--- src/shared/swm_pkg.sv ---
/*
  Shared constants for the sweep mode control block: register map, control
  word field positions, reset values and sequencer defaults.
  Assumes a single 200 MHz clock domain and an AXI4-Lite register bus.
*/
package swm_pkg;
  localparam int unsigned CLK_PERIOD_NS = 5;
  localparam logic [7:0] OFS_CTRL = 8'h00;
  localparam logic [7:0] OFS_NUM_STEPS = 8'h04;
  localparam logic [7:0] OFS_STEP_TIME = 8'h08;
  localparam logic [7:0] OFS_BURST_TIME = 8'h0c;
  localparam logic [7:0] OFS_STATUS = 8'h10;
  localparam logic [7:0] OFS_ID = 8'h14;
  // Control word bit positions.
  localparam int unsigned BIT_SYNC_EN = 2;
  localparam int unsigned BIT_SYNC_SEL = 3;
  localparam int unsigned BIT_PROFILE = 4;
  localparam int unsigned BIT_INCR_SRC = 5;
  localparam int unsigned BIT_BURST_SRC = 6;
  localparam int unsigned BIT_BURST_UNIT = 7;
  localparam int unsigned BIT_RUN = 0;
  localparam logic [31:0] CTRL_RESET = 32'h0000_0000;
  localparam logic [15:0] NUM_STEPS_RESET = 16'h0004;
  localparam logic [15:0] STEP_TIME_RESET = 16'h0010;
  localparam logic [15:0] BURST_TIME_RESET = 16'h0008;
  // Arbitrary value, names no part.
  localparam logic [31:0] BLOCK_ID = 32'h5e3e_0001;
  localparam logic [1:0] RESP_OKAY = 2'h0;
  localparam logic [1:0] RESP_SLVERR = 2'h2;
  // Sequencer states, one-hot.
  typedef enum logic [2:0] {
    SWM_IDLE = 3'h1,
    SWM_STEP = 3'h2,
    SWM_BURST = 3'h4
  } swm_state_e;
endpackage : swm_pkg

--- src/rtl/swm_sweep_ctrl.sv ---
/*
  Sweep mode control: decodes the control word, steps a frequency index
  through saw or triangular profiles, chooses the increment and burst
  sources and drives the sync output pin. Registers over AXI4-Lite.
  Assumes one aclk domain; the trigger pin is asynchronous.
*/
`timescale 1ns/1ps
// How it works
// With increment source set, steps advance only on external trigger edges.
// With increment source clear, steps advance from the internal step timer.
// Profile bit set gives saw: climb to end, then restart at start.
// Profile bit clear gives triangle: climb to end, then step back down.
// Sync select only matters while the sync output enable bit is one.
// Sync select set: pin goes high at sweep end, low at next sweep start.
// Burst interval counts either clock periods or output waveform cycles.
// Burst source bit is ignored while increment source is internal.
// External increments with burst source set: trigger also ends bursts.
// External increments with burst source clear: bursts timed from register.
// Sync select clear, sync enabled: one pulse per frequency increment.
module swm_sweep_ctrl
#(
  parameter int unsigned IDX_W = 16
)
(
  input wire logic aclk,
  input wire logic aresetn,
  input wire logic [7:0] s_axi_awaddr,
  input wire logic s_axi_awvalid,
  output logic s_axi_awready,
  input wire logic [31:0] s_axi_wdata,
  input wire logic [3:0] s_axi_wstrb,
  input wire logic s_axi_wvalid,
  output logic s_axi_wready,
  output logic [1:0] s_axi_bresp,
  output logic s_axi_bvalid,
  input wire logic s_axi_bready,
  input wire logic [7:0] s_axi_araddr,
  input wire logic s_axi_arvalid,
  output logic s_axi_arready,
  output logic [31:0] s_axi_rdata,
  output logic [1:0] s_axi_rresp,
  output logic s_axi_rvalid,
  input wire logic s_axi_rready,
  input wire logic trigger_pin,
  input wire logic wave_cycle_tick,
  output logic sync_output_pin,
  output logic [IDX_W-1:0] freq_index,
  output logic burst_active
);
  initial
  begin
    if (IDX_W < 2 || IDX_W > 16)
    begin
      $error("IDX_W must lie between 2 and 16");
    end
  end

  typedef struct packed {
    logic [31:0] ctrl;
    logic [15:0] num_steps;
    logic [15:0] step_time;
    logic [15:0] burst_time;
    logic aw_got;
    logic [7:0] aw_addr;
    logic w_got;
    logic [31:0] w_data;
    logic [3:0] w_strb;
    logic bvalid;
    logic [1:0] bresp;
    logic rvalid;
    logic [31:0] rdata;
    logic [1:0] rresp;
    swm_pkg::swm_state_e state;
    logic [IDX_W-1:0] idx;
    logic down;
    logic [15:0] timer;
    logic sync;
    logic sweep_done;
  } swm_ctrl_s;
  swm_ctrl_s st_reg;
  swm_ctrl_s st_next;

  logic trig_level;
  logic trig_rise;

  swm_pin_sync u_trig_sync
  (
    .aclk(aclk),
    .aresetn(aresetn),
    .pin(trigger_pin),
    .level(trig_level),
    .rise(trig_rise)
  );

  function automatic logic [31:0] merge_strb(input logic [31:0] old_v,
                                              input logic [31:0] new_v,
                                              input logic [3:0] strb);
    logic [31:0] r;
    r = old_v;
    for (int i = 0; i < 4; i++)
    begin
      if (strb[i])
      begin
        r[i*8 +: 8] = new_v[i*8 +: 8];
      end
    end
    return r;
  endfunction : merge_strb

  logic run;
  logic sync_en;
  logic sync_sel;
  logic saw;
  logic ext_incr;
  logic ext_burst;
  logic burst_cycles;
  logic advance;
  logic burst_end;
  logic [IDX_W-1:0] last_idx;
  logic step_evt;

  assign run = st_reg.ctrl[swm_pkg::BIT_RUN];
  assign sync_en = st_reg.ctrl[swm_pkg::BIT_SYNC_EN];
  assign sync_sel = st_reg.ctrl[swm_pkg::BIT_SYNC_SEL];
  assign saw = st_reg.ctrl[swm_pkg::BIT_PROFILE];
  assign ext_incr = st_reg.ctrl[swm_pkg::BIT_INCR_SRC];
  // Burst source only counts under external increments.
  assign ext_burst = ext_incr & st_reg.ctrl[swm_pkg::BIT_BURST_SRC];
  assign burst_cycles = st_reg.ctrl[swm_pkg::BIT_BURST_UNIT];
  assign last_idx = st_reg.num_steps[IDX_W-1:0];

  always_comb
  begin
    st_next = st_reg;
    advance = 1'b0;
    burst_end = 1'b0;
    step_evt = 1'b0;

    ////////////////////////////////////////////////////////////////////////
    // AXI4-Lite write channel: address and data taken in either order.
    if (s_axi_awvalid && s_axi_awready)
    begin
      st_next.aw_got = 1'b1;
      st_next.aw_addr = s_axi_awaddr;
    end
    if (s_axi_wvalid && s_axi_wready)
    begin
      st_next.w_got = 1'b1;
      st_next.w_data = s_axi_wdata;
      st_next.w_strb = s_axi_wstrb;
    end
    if (st_reg.aw_got && st_reg.w_got && !st_reg.bvalid)
    begin
      st_next.aw_got = 1'b0;
      st_next.w_got = 1'b0;
      st_next.bvalid = 1'b1;
      st_next.bresp = swm_pkg::RESP_OKAY;
      case ({st_reg.aw_addr[7:2], 2'h0})
        swm_pkg::OFS_CTRL:
          st_next.ctrl = merge_strb(st_reg.ctrl, st_reg.w_data, st_reg.w_strb);
        swm_pkg::OFS_NUM_STEPS:
          st_next.num_steps = 16'(merge_strb({16'h0000, st_reg.num_steps},
                                             st_reg.w_data, st_reg.w_strb));
        swm_pkg::OFS_STEP_TIME:
          st_next.step_time = 16'(merge_strb({16'h0000, st_reg.step_time},
                                             st_reg.w_data, st_reg.w_strb));
        swm_pkg::OFS_BURST_TIME:
          st_next.burst_time = 16'(merge_strb({16'h0000, st_reg.burst_time},
                                              st_reg.w_data, st_reg.w_strb));
        default:
          st_next.bresp = swm_pkg::RESP_SLVERR;
      endcase
    end
    if (st_reg.bvalid && s_axi_bready)
    begin
      st_next.bvalid = 1'b0;
    end

    ////////////////////////////////////////////////////////////////////////
    // AXI4-Lite read channel.
    if (s_axi_arvalid && s_axi_arready)
    begin
      st_next.rvalid = 1'b1;
      st_next.rresp = swm_pkg::RESP_OKAY;
      case ({s_axi_araddr[7:2], 2'h0})
        swm_pkg::OFS_CTRL: st_next.rdata = st_reg.ctrl;
        swm_pkg::OFS_NUM_STEPS: st_next.rdata = {16'h0000, st_reg.num_steps};
        swm_pkg::OFS_STEP_TIME: st_next.rdata = {16'h0000, st_reg.step_time};
        swm_pkg::OFS_BURST_TIME: st_next.rdata = {16'h0000, st_reg.burst_time};
        swm_pkg::OFS_STATUS:
          st_next.rdata = {8'h00, 16'(st_reg.idx), st_reg.down, st_reg.sweep_done,
                           st_reg.sync, trig_level, 1'b0, st_reg.state};
        swm_pkg::OFS_ID: st_next.rdata = swm_pkg::BLOCK_ID;
        default:
        begin
          st_next.rdata = 32'h0000_0000;
          st_next.rresp = swm_pkg::RESP_SLVERR;
        end
      endcase
    end
    else if (st_reg.rvalid && s_axi_rready)
    begin
      st_next.rvalid = 1'b0;
    end

    ////////////////////////////////////////////////////////////////////////
    // Sweep sequencer.
    case (st_reg.state)
      swm_pkg::SWM_IDLE:
      begin
        st_next.idx = '0;
        st_next.down = 1'b0;
        st_next.timer = st_reg.step_time;
        if (run)
        begin
          st_next.state = swm_pkg::SWM_STEP;
          st_next.sweep_done = 1'b0;
        end
      end
      swm_pkg::SWM_STEP:
      begin
        if (ext_incr)
        begin
          advance = trig_rise;
        end
        else
        begin
          advance = (st_reg.timer <= 16'h0001);
          st_next.timer = advance ? st_reg.step_time : st_reg.timer - 16'h0001;
        end
        if (advance)
        begin
          st_next.state = swm_pkg::SWM_BURST;
          st_next.timer = st_reg.burst_time;
        end
      end
      swm_pkg::SWM_BURST:
      begin
        // Idle gap after a step: ends by trigger or by the interval count.
        if (ext_burst)
        begin
          burst_end = trig_rise;
        end
        else
        begin
          burst_end = (st_reg.timer == 16'h0000);
          if (!burst_end && (!burst_cycles || wave_cycle_tick))
          begin
            st_next.timer = st_reg.timer - 16'h0001;
          end
        end
        if (burst_end)
        begin
          step_evt = 1'b1;
          st_next.state = swm_pkg::SWM_STEP;
          st_next.timer = st_reg.step_time;
          if (st_reg.sweep_done)
          begin
            st_next.sweep_done = 1'b0;
          end
          if (!st_reg.down && st_reg.idx >= last_idx)
          begin
            if (saw)
            begin
              st_next.idx = '0;
              st_next.sweep_done = 1'b1;
            end
            else
            begin
              st_next.down = 1'b1;
              st_next.idx = st_reg.idx - 1'b1;
            end
          end
          else if (st_reg.down)
          begin
            st_next.idx = st_reg.idx - 1'b1;
            if (st_reg.idx == IDX_W'(1))
            begin
              st_next.down = 1'b0;
              st_next.sweep_done = 1'b1;
            end
          end
          else
          begin
            st_next.idx = st_reg.idx + 1'b1;
          end
        end
      end
      default:
        st_next.state = swm_pkg::SWM_IDLE;
    endcase
    if (!run)
    begin
      st_next.state = swm_pkg::SWM_IDLE;
    end

    ////////////////////////////////////////////////////////////////////////
    // Sync output pin.
    if (!sync_en)
    begin
      st_next.sync = 1'b0;
    end
    else if (sync_sel)
    begin
      st_next.sync = st_next.sweep_done;
    end
    else
    begin
      st_next.sync = step_evt;
    end
  end

  always_ff @(posedge aclk)
  begin
    if (!aresetn)
    begin
      st_reg <= '0;
      st_reg.ctrl <= swm_pkg::CTRL_RESET;
      st_reg.num_steps <= swm_pkg::NUM_STEPS_RESET;
      st_reg.step_time <= swm_pkg::STEP_TIME_RESET;
      st_reg.burst_time <= swm_pkg::BURST_TIME_RESET;
      st_reg.state <= swm_pkg::SWM_IDLE;
    end
    else
    begin
      st_reg <= st_next;
    end
  end

  assign s_axi_awready = ~st_reg.aw_got;
  assign s_axi_wready = ~st_reg.w_got;
  assign s_axi_bvalid = st_reg.bvalid;
  assign s_axi_bresp = st_reg.bresp;
  assign s_axi_arready = ~st_reg.rvalid;
  assign s_axi_rvalid = st_reg.rvalid;
  assign s_axi_rdata = st_reg.rdata;
  assign s_axi_rresp = st_reg.rresp;
  assign sync_output_pin = st_reg.sync;
  assign freq_index = st_reg.idx;
  assign burst_active = (st_reg.state == swm_pkg::SWM_STEP);

  ////////////////////////////////////////////////////////////////////////////
  // Checks.
  property p_ext_step;
    @(posedge aclk) disable iff (!aresetn)
    (st_reg.state == swm_pkg::SWM_STEP && ext_incr && run && !trig_rise)
      |=> st_reg.state == swm_pkg::SWM_STEP;
  endproperty
  a_ext_step: assert property (p_ext_step) else $error("step left without trigger");

  property p_int_step;
    @(posedge aclk) disable iff (!aresetn)
    (st_reg.state == swm_pkg::SWM_STEP && !ext_incr && run && st_reg.timer == 16'h0001)
      |=> st_reg.state == swm_pkg::SWM_BURST;
  endproperty
  a_int_step: assert property (p_int_step) else $error("timer expiry did not step");

  property p_saw;
    @(posedge aclk) disable iff (!aresetn)
    (burst_end && run && saw && !st_reg.down && st_reg.idx >= last_idx)
      |=> st_reg.idx == '0;
  endproperty
  a_saw: assert property (p_saw) else $error("saw did not restart");

  property p_tri;
    @(posedge aclk) disable iff (!aresetn)
    (burst_end && run && !saw && !st_reg.down && st_reg.idx >= last_idx)
      |=> st_reg.down && st_reg.idx == $past(st_reg.idx) - 1'b1;
  endproperty
  a_tri: assert property (p_tri) else $error("triangle did not turn down");

  property p_sync_off;
    @(posedge aclk) disable iff (!aresetn)
    !sync_en |=> !sync_output_pin;
  endproperty
  a_sync_off: assert property (p_sync_off) else $error("sync driven while disabled");

  property p_sync_eos;
    @(posedge aclk) disable iff (!aresetn)
    (sync_en && sync_sel && $stable(st_reg.ctrl)) |-> sync_output_pin == st_reg.sweep_done;
  endproperty
  a_sync_eos: assert property (p_sync_eos) else $error("end of sweep level wrong");

  property p_burst_unit;
    @(posedge aclk) disable iff (!aresetn)
    (st_reg.state == swm_pkg::SWM_BURST && !ext_burst && burst_cycles && !wave_cycle_tick
     && st_reg.timer != 16'h0000 && run) |=> $stable(st_reg.timer);
  endproperty
  a_burst_unit: assert property (p_burst_unit) else $error("cycle burst counted clocks");

  property p_burst_ign;
    @(posedge aclk) disable iff (!aresetn)
    (st_reg.state == swm_pkg::SWM_BURST && !ext_incr && st_reg.timer == 16'h0000 && run)
      |=> st_reg.state == swm_pkg::SWM_STEP;
  endproperty
  a_burst_ign: assert property (p_burst_ign) else $error("burst source not ignored");

  property p_ext_burst;
    @(posedge aclk) disable iff (!aresetn)
    (st_reg.state == swm_pkg::SWM_BURST && ext_burst && !trig_rise && run)
      |=> st_reg.state == swm_pkg::SWM_BURST;
  endproperty
  a_ext_burst: assert property (p_ext_burst) else $error("burst ended without trigger");

  property p_inc_pulse;
    @(posedge aclk) disable iff (!aresetn)
    (sync_en && !sync_sel && step_evt) |=> sync_output_pin ##1 !sync_output_pin;
  endproperty
  a_inc_pulse: assert property (p_inc_pulse) else $error("increment pulse wrong");

  c_saw_wrap: cover property (@(posedge aclk) disable iff (!aresetn) run && saw && burst_end
    && st_reg.idx >= last_idx);
  c_tri_turn: cover property (@(posedge aclk) disable iff (!aresetn) st_reg.down
    && st_reg.idx == IDX_W'(1) && burst_end);
  c_ext_trig: cover property (@(posedge aclk) disable iff (!aresetn) ext_burst && burst_end);
endmodule : swm_sweep_ctrl

--- src/rtl/swm_pin_sync.sv ---
/*
  Three-stage synchroniser with agreement filter for an external pin.
  Assumes the pin is asynchronous to aclk; rise is a one-cycle pulse.
*/
`timescale 1ns/1ps
module swm_pin_sync
(
  input wire logic aclk,
  input wire logic aresetn,
  input wire logic pin,
  output logic level,
  output logic rise
);
  typedef struct packed {
    logic s1;
    logic s2;
    logic s3;
    logic lvl;
  } swm_sync_s;
  swm_sync_s st_reg;
  swm_sync_s st_next;

  always_comb
  begin
    st_next = st_reg;
    st_next.s1 = pin;
    st_next.s2 = st_reg.s1;
    st_next.s3 = st_reg.s2;
    // The level follows only once the second and third stages agree.
    if (st_reg.s2 == st_reg.s3)
    begin
      st_next.lvl = st_reg.s3;
    end
  end

  always_ff @(posedge aclk)
  begin
    if (!aresetn)
    begin
      st_reg <= '0;
    end
    else
    begin
      st_reg <= st_next;
    end
  end

  assign level = st_reg.lvl;
  assign rise = st_next.lvl & ~st_reg.lvl;
endmodule : swm_pin_sync

--- config.mk ---
export PLATFORM = sky130hd
export DESIGN_NAME = swm_sweep_ctrl
export DESIGN_NICKNAME = d
export VERILOG_FILES = /design/src/shared/swm_pkg.sv /design/src/rtl/swm_sweep_ctrl.sv /design/src/rtl/swm_pin_sync.sv
export SDC_FILE = /design/constraint.sdc
export NUM_CORES = 1
export LEC_CHECK = 0
export ABC_AREA = 1
export BUFFER_PORTS_ARGS = -buffer_cell sky130_fd_sc_hd__clkbuf_2
export CAP_MARGIN = 15
export CORE_ASPECT_RATIO = 2
export CORE_MARGIN = 1.5
export CORE_UTILIZATION = 53
export DETAILED_ROUTE_END_ITERATION = 10
export PLACE_DENSITY = 0.8
export SETUP_SLACK_MARGIN = 0.15
export SKIP_LAST_GASP = 1
export SYNTH_ARGS = -nofsm -noshare
export SYNTH_HDL_FRONTEND = slang
export SYNTH_SLANG_ARGS = --single-unit
--- constraint.sdc ---
create_clock -name aclk -period 1.75 [get_ports aclk]
set_input_delay 0.175 -clock aclk [delete_from_list [all_inputs] [get_ports aclk]]
set_output_delay 0.175 -clock aclk [all_outputs]
set_load 0.02 [all_outputs]
==> results.md, run 1 <==
* Status: complete, but fails checks
* Failing checks: negative setup slack
* Post-Synth Adder-Cell Area at 2.57%
* Final hold violations at 0
* Synth warn at 0
* Post-synthesis compound-gate area fraction at 18.4%
* Max IR drop VDD at 0.986 mV
* Die W at 103 µm
* Post-Synth Simple-Gate Area at 27.1%
* CP arrival at 2470 ps
* Fmax at 487 MHz
* Clock share of power at between 40% and 50%
* Register share of total power at a little under half
* 1st-iter DRT viols at 1,336
* Register bit count reported by yosys at 202
* Worst Setup Start Kind: flip-flop
* Max FFs per register at 125
* Sink Count at 202
* Crit end category: flip-flop
* Mean area per synthesized cell at around 6.9 µm²
* Root Buffer: clkbuf_16
* Detailed-route wire length at 42.5 mm
* Combinational Power Share at under 10%
* Vias/cell at 5.88
* Via count at 12,200
* Area post-placement at 12,200 µm²
* Post-synthesis mux area share at 0%
* CTS tree: built
* Class of the worst hold path: in -> reg
* Max cap viols at 0
* Sw Pwr at between 2 and 3 mW
* Slew Viols, Final at 0
* I/O Pins at 120
* Fin area at between 10,000 and 15,000 µm²
* Antenna-violating nets left at 0
* Synth area leader: dfxtp_1
* RSZ-0062 raised after global routing: true
* FILL cells at 1,337
* Switch share at 25.5%
* Largest family of logic cells by synthesized area: simple AND/OR/NAND/NOR gates
* Grt total ovfl at 0
* Worst Path Required at about 2200 ps
* Worst Setup Path Type: reg -> reg
* Synth Area in XOR/XNOR at 2.87%
* First-pass GRT wire length at 60.6 mm
* Vias in the first global route at 11,700
* Synth area leaders: dfxtp_1, nand2_1, nor2_1
* Share of layout cells above drive strength 1 at 34.5%
* Total GRT Usage at roughly two fifths
* Leak at 6.49 nW
* Syn Inst Count at 1,540
* Pwr Density at 706 nW/µm²
* Crit share post-route at 117%
* Post-synthesis sequential area ratio at between 30% and 40%
* Maximum clock insertion buffer count at 3
* Largest net degree at the start of global routing at 60
* Layout area overhead at 38.4%
* Setup WS pre-CTS at -205 ps
* DR WL/cell at between 20 and 25 µm
* Initial antenna violation count at 1
* Die ar. at 21,100 µm²
* CP Max Fanout at 4
* Initial DRT Pass Iterations at 7
* Setup Viol. Count Final at 35
* Final net count at 1,881
* Reg clk slew, reported paths at 70 ps
* HPWL after detailed placement at 26.7 mm
* Final WS setup at -305 ps
* Number of H-tree levels at 1
* Synth unique cells at 53
* Synth top area share at 37.8%
* Minimum clock period at roughly 2000 ps
* Drt drc at 0
* Row cnt at 73
* GPL Wtd Cong at 1.00
* Clock Latency Late Sink at 530 ps
* CTS Buf Count at 19
* IO buf count at 113
* Placed Cells at 1,952
* Worst-Margin Slew at 639 ps
* Initial Utilization at 53.9%
* Core area at 19,800 µm²
* Synthesized area at 10,700 µm²
* Setup TNS at -5310 ps
* Fin cells at between 2,000 and 2,500
* P_int at 7.77 mW
* Slew Limit Headroom at between 50% and 60%
* Vert. Die Dim at 204 µm
* Fin Clk Skew at 8.83 ps
critical path, cell delays in order, from the launching register on:
cell	delay, ps
dfxtp_4	360
nor2_4	180
buf_4	150
nand2_4	80
nor2_4	140
xor2_2	310
nand2_1	110
o21ai_0	110
nand2_1	80
nand3_1	100
nand2_1	80
nor2_2	160
nor2_1	70
cells in the mapped netlist (all sizes together):
| cell | n |
|---|---|
| nor2 | 262 |
| nand4 | 6 |
| nor3 | 16 |
| or2 | 6 |
| buf | 74 |
| o21a | 1 |
| a211oi | 1 |
| ha | 22 |
| and2 | 1 |
| a22oi | 8 |
| xor2 | 29 |
| a21oi | 132 |
| o31ai | 1 |
| inv | 134 |
| o21ai | 187 |
| o211a | 1 |
| o211ai | 5 |
| clkbuf | 44 |
| and3 | 1 |
| o21bai | 3 |
| nand2 | 302 |
| o22ai | 6 |
| nand3 | 72 |
| nand3b | 2 |
| o221ai | 4 |
| xnor2 | 6 |
| dfxtp | 202 |
| nor4 | 1 |
| conb | 1 |
| a31oi | 1 |
| o2111ai | 9 |
cell families (layout without fill, tap and decap cells):
kind of cell | count (synthesis) | count (layout)
fa+ha+maj | 22 | 22
simple gates | 669 | 669
xor+xnor | 35 | 35
other cells | 1 | 3
compound gates | 359 | 359
buf+inv | 252 | 520
flops | 202 | 202
routing by layer:
metal | up-vias | part of all wire [%] | GRT usage (%)
met5 | - | 0 | 0
met4 | 0 | 12 | 35.8
met3 | 360 | 9.3 | 9.13
met2 | 815 | 47 | 63.0
met1 | 5534 | 31 | 37.6
li1 | 5481 | - | -
timing repair:
item,CTS,global route
buffers inserted,16,18
pin swaps,62,58
setup endpoints to repair,61,116
cloned,4,2
gates resized for setup,151,181
hold buffers,47,0
hold endpoints to repair,47,0
power groups by stage:
stage / Clock [mW] / Combinational (mW) / Sequential [mW]
2_1_floorplan: 0 / 0.471 / 4.87
3_3_place_gp: 0 / 0.703 / 4.92
3_5_place_dp: 0 / 0.719 / 4.92
4_1_cts: 4.57 / 0.884 / 4.82
5_1_grt: 4.73 / 1.08 / 4.84
6_report: 4.58 / 1.01 / 4.85
cell type report:
type | instances | area (µm²) | area share (%)
antenna | 1 | 2.50 | 0.0169
clock buffer | 23 | 510 | 3.45
clock inverter | 9 | 153 | 1.03
inverter | 134 | 544 | 3.68
multi-input combinational | 1087 | 6420 | 43.4
sequential | 202 | 4120 | 27.8
tap | 262 | 328 | 2.22
timing repair buffer | 351 | 2700 | 18.2
timing repair inverter | 3 | 22.5 | 0.152
worst paths after layout:
check                         startpoint                endpoint  slack, ps  cells past startpoint
setup / recovery               st_reg[5]              st_reg[10]       -310                     12
hold / removal           s_axi_araddr[6]          s_axi_rresp[1]         90                      5
setup reg to reg               st_reg[5]              st_reg[10]       -310                     12
hold reg to reg   u_trig_sync.st_next[2]  u_trig_sync.st_next[1]        420                      2
layout by cell type (no fill, tap or decap), drive strengths merged, types with 16 or more instances in the layout:
cell	count
dfxtp	202
nand2	302
o21ai	187
ha	22
nor2	262
inv	133
clkbuf	135
nor3	16
dlygate4sd3	47
xor2	29
nand3	72
buf	192
a21oi	132
per-stage QoR:
step                      util, %  total power, mW  hold WS, ps
after global placement       61.5             5.62          361
after detailed placement     61.5             5.64          362
after floorplan                 -             5.34          273
after global routing         74.6             10.6          141
final                        74.6             10.4         90.0
after CTS                    71.0             10.3         84.8
Power figures use the tool's default switching activity.
==> run 2, diff against run 1 <==
CORE_UTILIZATION = 55   (was 53)
CTS_CLUSTER_SIZE = 16   (was not set)
clock period = 1.9 ns   (was 1.75 ns; I/O delays follow)
==> run 2 against run 1 <==
The run ends with negative hold slack, negative setup slack left. Clock skew increased by 8.4 ps. Core utilization decreased by 0.89 points. Fmax decreased by 2.4%. Critical endpoint is now st_reg[6].
==> results.md, run 2 (same netlist as run 1, synthesis figures left out) <==
* Crit share post-route at 111%
* Top Usage Layer GRT: met2
* Hold path start: s_axi_wdata[4]
* Hold path endpoint: st_reg[84]
* Class of the worst hold path: in -> reg
* Drt drc at 0
* Slew Limit Headroom at 64.7%
* Sw Pwr at 2.48 mW
* Setup Viol. Count Final at 33
* Crit-path max cell delay at 360 ps
* Initial antenna violation count at 0
* Failing checks: negative hold slack, negative setup slack
* Worst-path cell chain: nor2_4 -> nand2_4 -> nor2_4 -> nand2_2 -> o21ai_2 -> nor2_2 -> buf_4 -> nor2_4 -> nor2_4 -> buf_12 -> buf_8 -> o21ai_1 -> a21oi_1
* Final net count at ~1,800
* Slew Viols, Final at 0
* Combinational Power Share at 9.6%
* Register share of total power at 46.2%
* Worst Setup Path Type: reg -> reg
* Clock Latency Late Sink at between 500 and 600 ps
* Most frequent cells in the layout: nand2_1, nor2_1, dfxtp_1, o21ai_0, clkbuf_2
* Share of layout cells above drive strength 1 at 31.1%
* Max FFs per register at approximately 130
* Maximum clock insertion buffer count at 3
* Fin Clk Skew at 17.3 ps
* RSZ-0062 raised after global routing: true
* P_int at about 7.1 mW
* Worst-Margin Slew at 525 ps
* CTS Buf Count at 20
* Final hold violations at 1
* CP Max Fanout at 5
* Reg2reg path depth at 13
* Detailed-route wire length at approximately 40 mm
* Sink Count at 202
* Worst R2R Start: st_reg[7]
* Reg clk slew, reported paths at 70 ps
* Vert. Die Dim at about 200 µm
* Antenna-violating nets left at 0
* CTS tree: built
* Clock share of power at 44.2%
* DR WL/cell at 19.7 µm
* Core area at 19,200 µm²
* Max cap viols at 0
* Met1 usage at 36.9%
* Crit end category: flip-flop
* R2R Path End: st_reg[6]
* Worst Path Required at ~2300 ps
* Initial Utilization at 55.7%
* Slowest CP cell: dfxtp_2
* 1st-iter DRT viols at 1,037
* Vias in the first global route at 11,500
* Switch share at 25.8%
* Most frequent CP cell: nor2_4
* Total GRT Usage at ~36%
* Die ar. at 20,300 µm²
* Fin area at about 14,000 µm²
* HPWL after detailed placement at 24.9 mm
* Grt total ovfl at 0
* Via count at about 12,000
* Leak at 6.24 nW
* Initial DRT Pass Iterations at 6
* Status: complete, but fails checks
* Fmax at roughly 480 MHz
* Worst hold slack at -6.44 ps
* Final WS setup at -205 ps
* GPL Wtd Cong at 0.974
* IO buf count at 113
* Largest net degree at the start of global routing at between 60 and 70
* CP arrival at 2480 ps
* Pwr Density at 678 nW/µm²
* Number of H-tree levels at 1
* Setup TNS at -3480 ps
* Worst Setup Start Kind: flip-flop
* Row cnt at 72
* R2R setup slack at -210 ps
* Setup WS pre-CTS at -218 ps
* Die W at 102 µm
* Max IR drop VDD at 0.783 mV
* # diodes at 0
* Minimum clock period at roughly 2100 ps
* Layout area overhead at 32.4%
* First-pass GRT wire length at 57.0 mm
* Hold path depth at 3
* Grt met3 use at 6.07%
* Commonest non-fill, non-tap cell in the layout: nand2_1
* Vias/cell at 5.95
* Grt met2 use at 61.8%
* Area post-placement at 11,600 µm²
* Pwr Total at 9.59 mW
* Root Buffer: clkbuf_16
* I/O Pins at 120
-- run 2: cell count changes in the layout (fill, tap and decap cells not counted), moves of 7 or more --
cell | before | now
o21ai_2 | 16 | 7
dfxtp_1 | 159 | 166
nand2_2 | 28 | 37
buf_4 | 159 | 111
nand2_1 | 261 | 254
o21ai_0 | 141 | 153
-- run 2: final cells by class --
| type | instances | area [µm²] |
|---|---|---|
| clock buffers | 27 | 578 |
| inverters | 134 | 531 |
| well taps | 259 | 324 |
| flip-flops and latches | 202 | 4100 |
| fillers | 1356 | 5040 |
| multi-input cells | 1087 | 6260 |
| repair buffers | 293 | 2230 |
| clock inverters | 9 | 114 |
| repair inverters | 1 | 7.51 |
-- run 2: worst max-delay path by stage --
| stage | from | endpoint | slack [ps] | depth (start not counted) |
|---|---|---|---|---|
| 4_1_cts | last_idx[2] | freq_index[15] | -20 | 14 |
| 5_1_grt | st_reg[7] | st_reg[8] | -310 | 10 |
| 6_report | st_reg[7] | st_reg[6] | -210 | 13 |
| 3_3_place_gp | last_idx[9] | freq_index[10] | -100 | 12 |
| 2_1_floorplan | last_idx[3] | freq_index[10] | 90 | 13 |
| 3_5_place_dp | last_idx[9] | freq_index[14] | -220 | 12 |
-- run 2: power groups by stage --
stage | clock [mW] | sequential [mW] | combinational, mW
3_5_place_dp | 0 | 4.51 | 0.644
4_1_cts | 4.21 | 4.42 | 0.778
5_1_grt | 4.41 | 4.43 | 0.976
2_1_floorplan | 0 | 4.48 | 0.432
3_3_place_gp | 0 | 4.51 | 0.632
6_report | 4.24 | 4.43 | 0.919
-- run 2: critical path, delay by kind of cell (launching register included) --
kind / cells / cell delay (ps)
simple gates: 7 / 870
buf+inv: 3 / 390
compound gates: 3 / 330
flops: 1 / 360
-- run 2: per-stage QoR --
| stage | utilization, % | cells |
|---|---|---|
| global route | 73.7 | 2012 |
| floorplan | - | 1541 |
| CTS | 70.2 | 1994 |
| detailed placement | 60.4 | 1882 |
| global placement | 60.4 | 1882 |
| finish | 73.7 | 2012 |
-- run 2: metal layers --
metal  vias up  wire (µm)
li1       5361          -
met1      5573      13200
met2       770      20100
met3       263       2970
met4         0       3530
met5         -          0
-- run 2: repair_timing --
item / in CTS / in global routing
pin swaps: 41 / 74
gates resized for setup: 120 / 159
hold buffers: 45 / 0
setup buffers: 28 / 16
hold endpoints to repair: 45 / 0
setup endpoints to repair: 39 / 105
cloned: 3 / 1
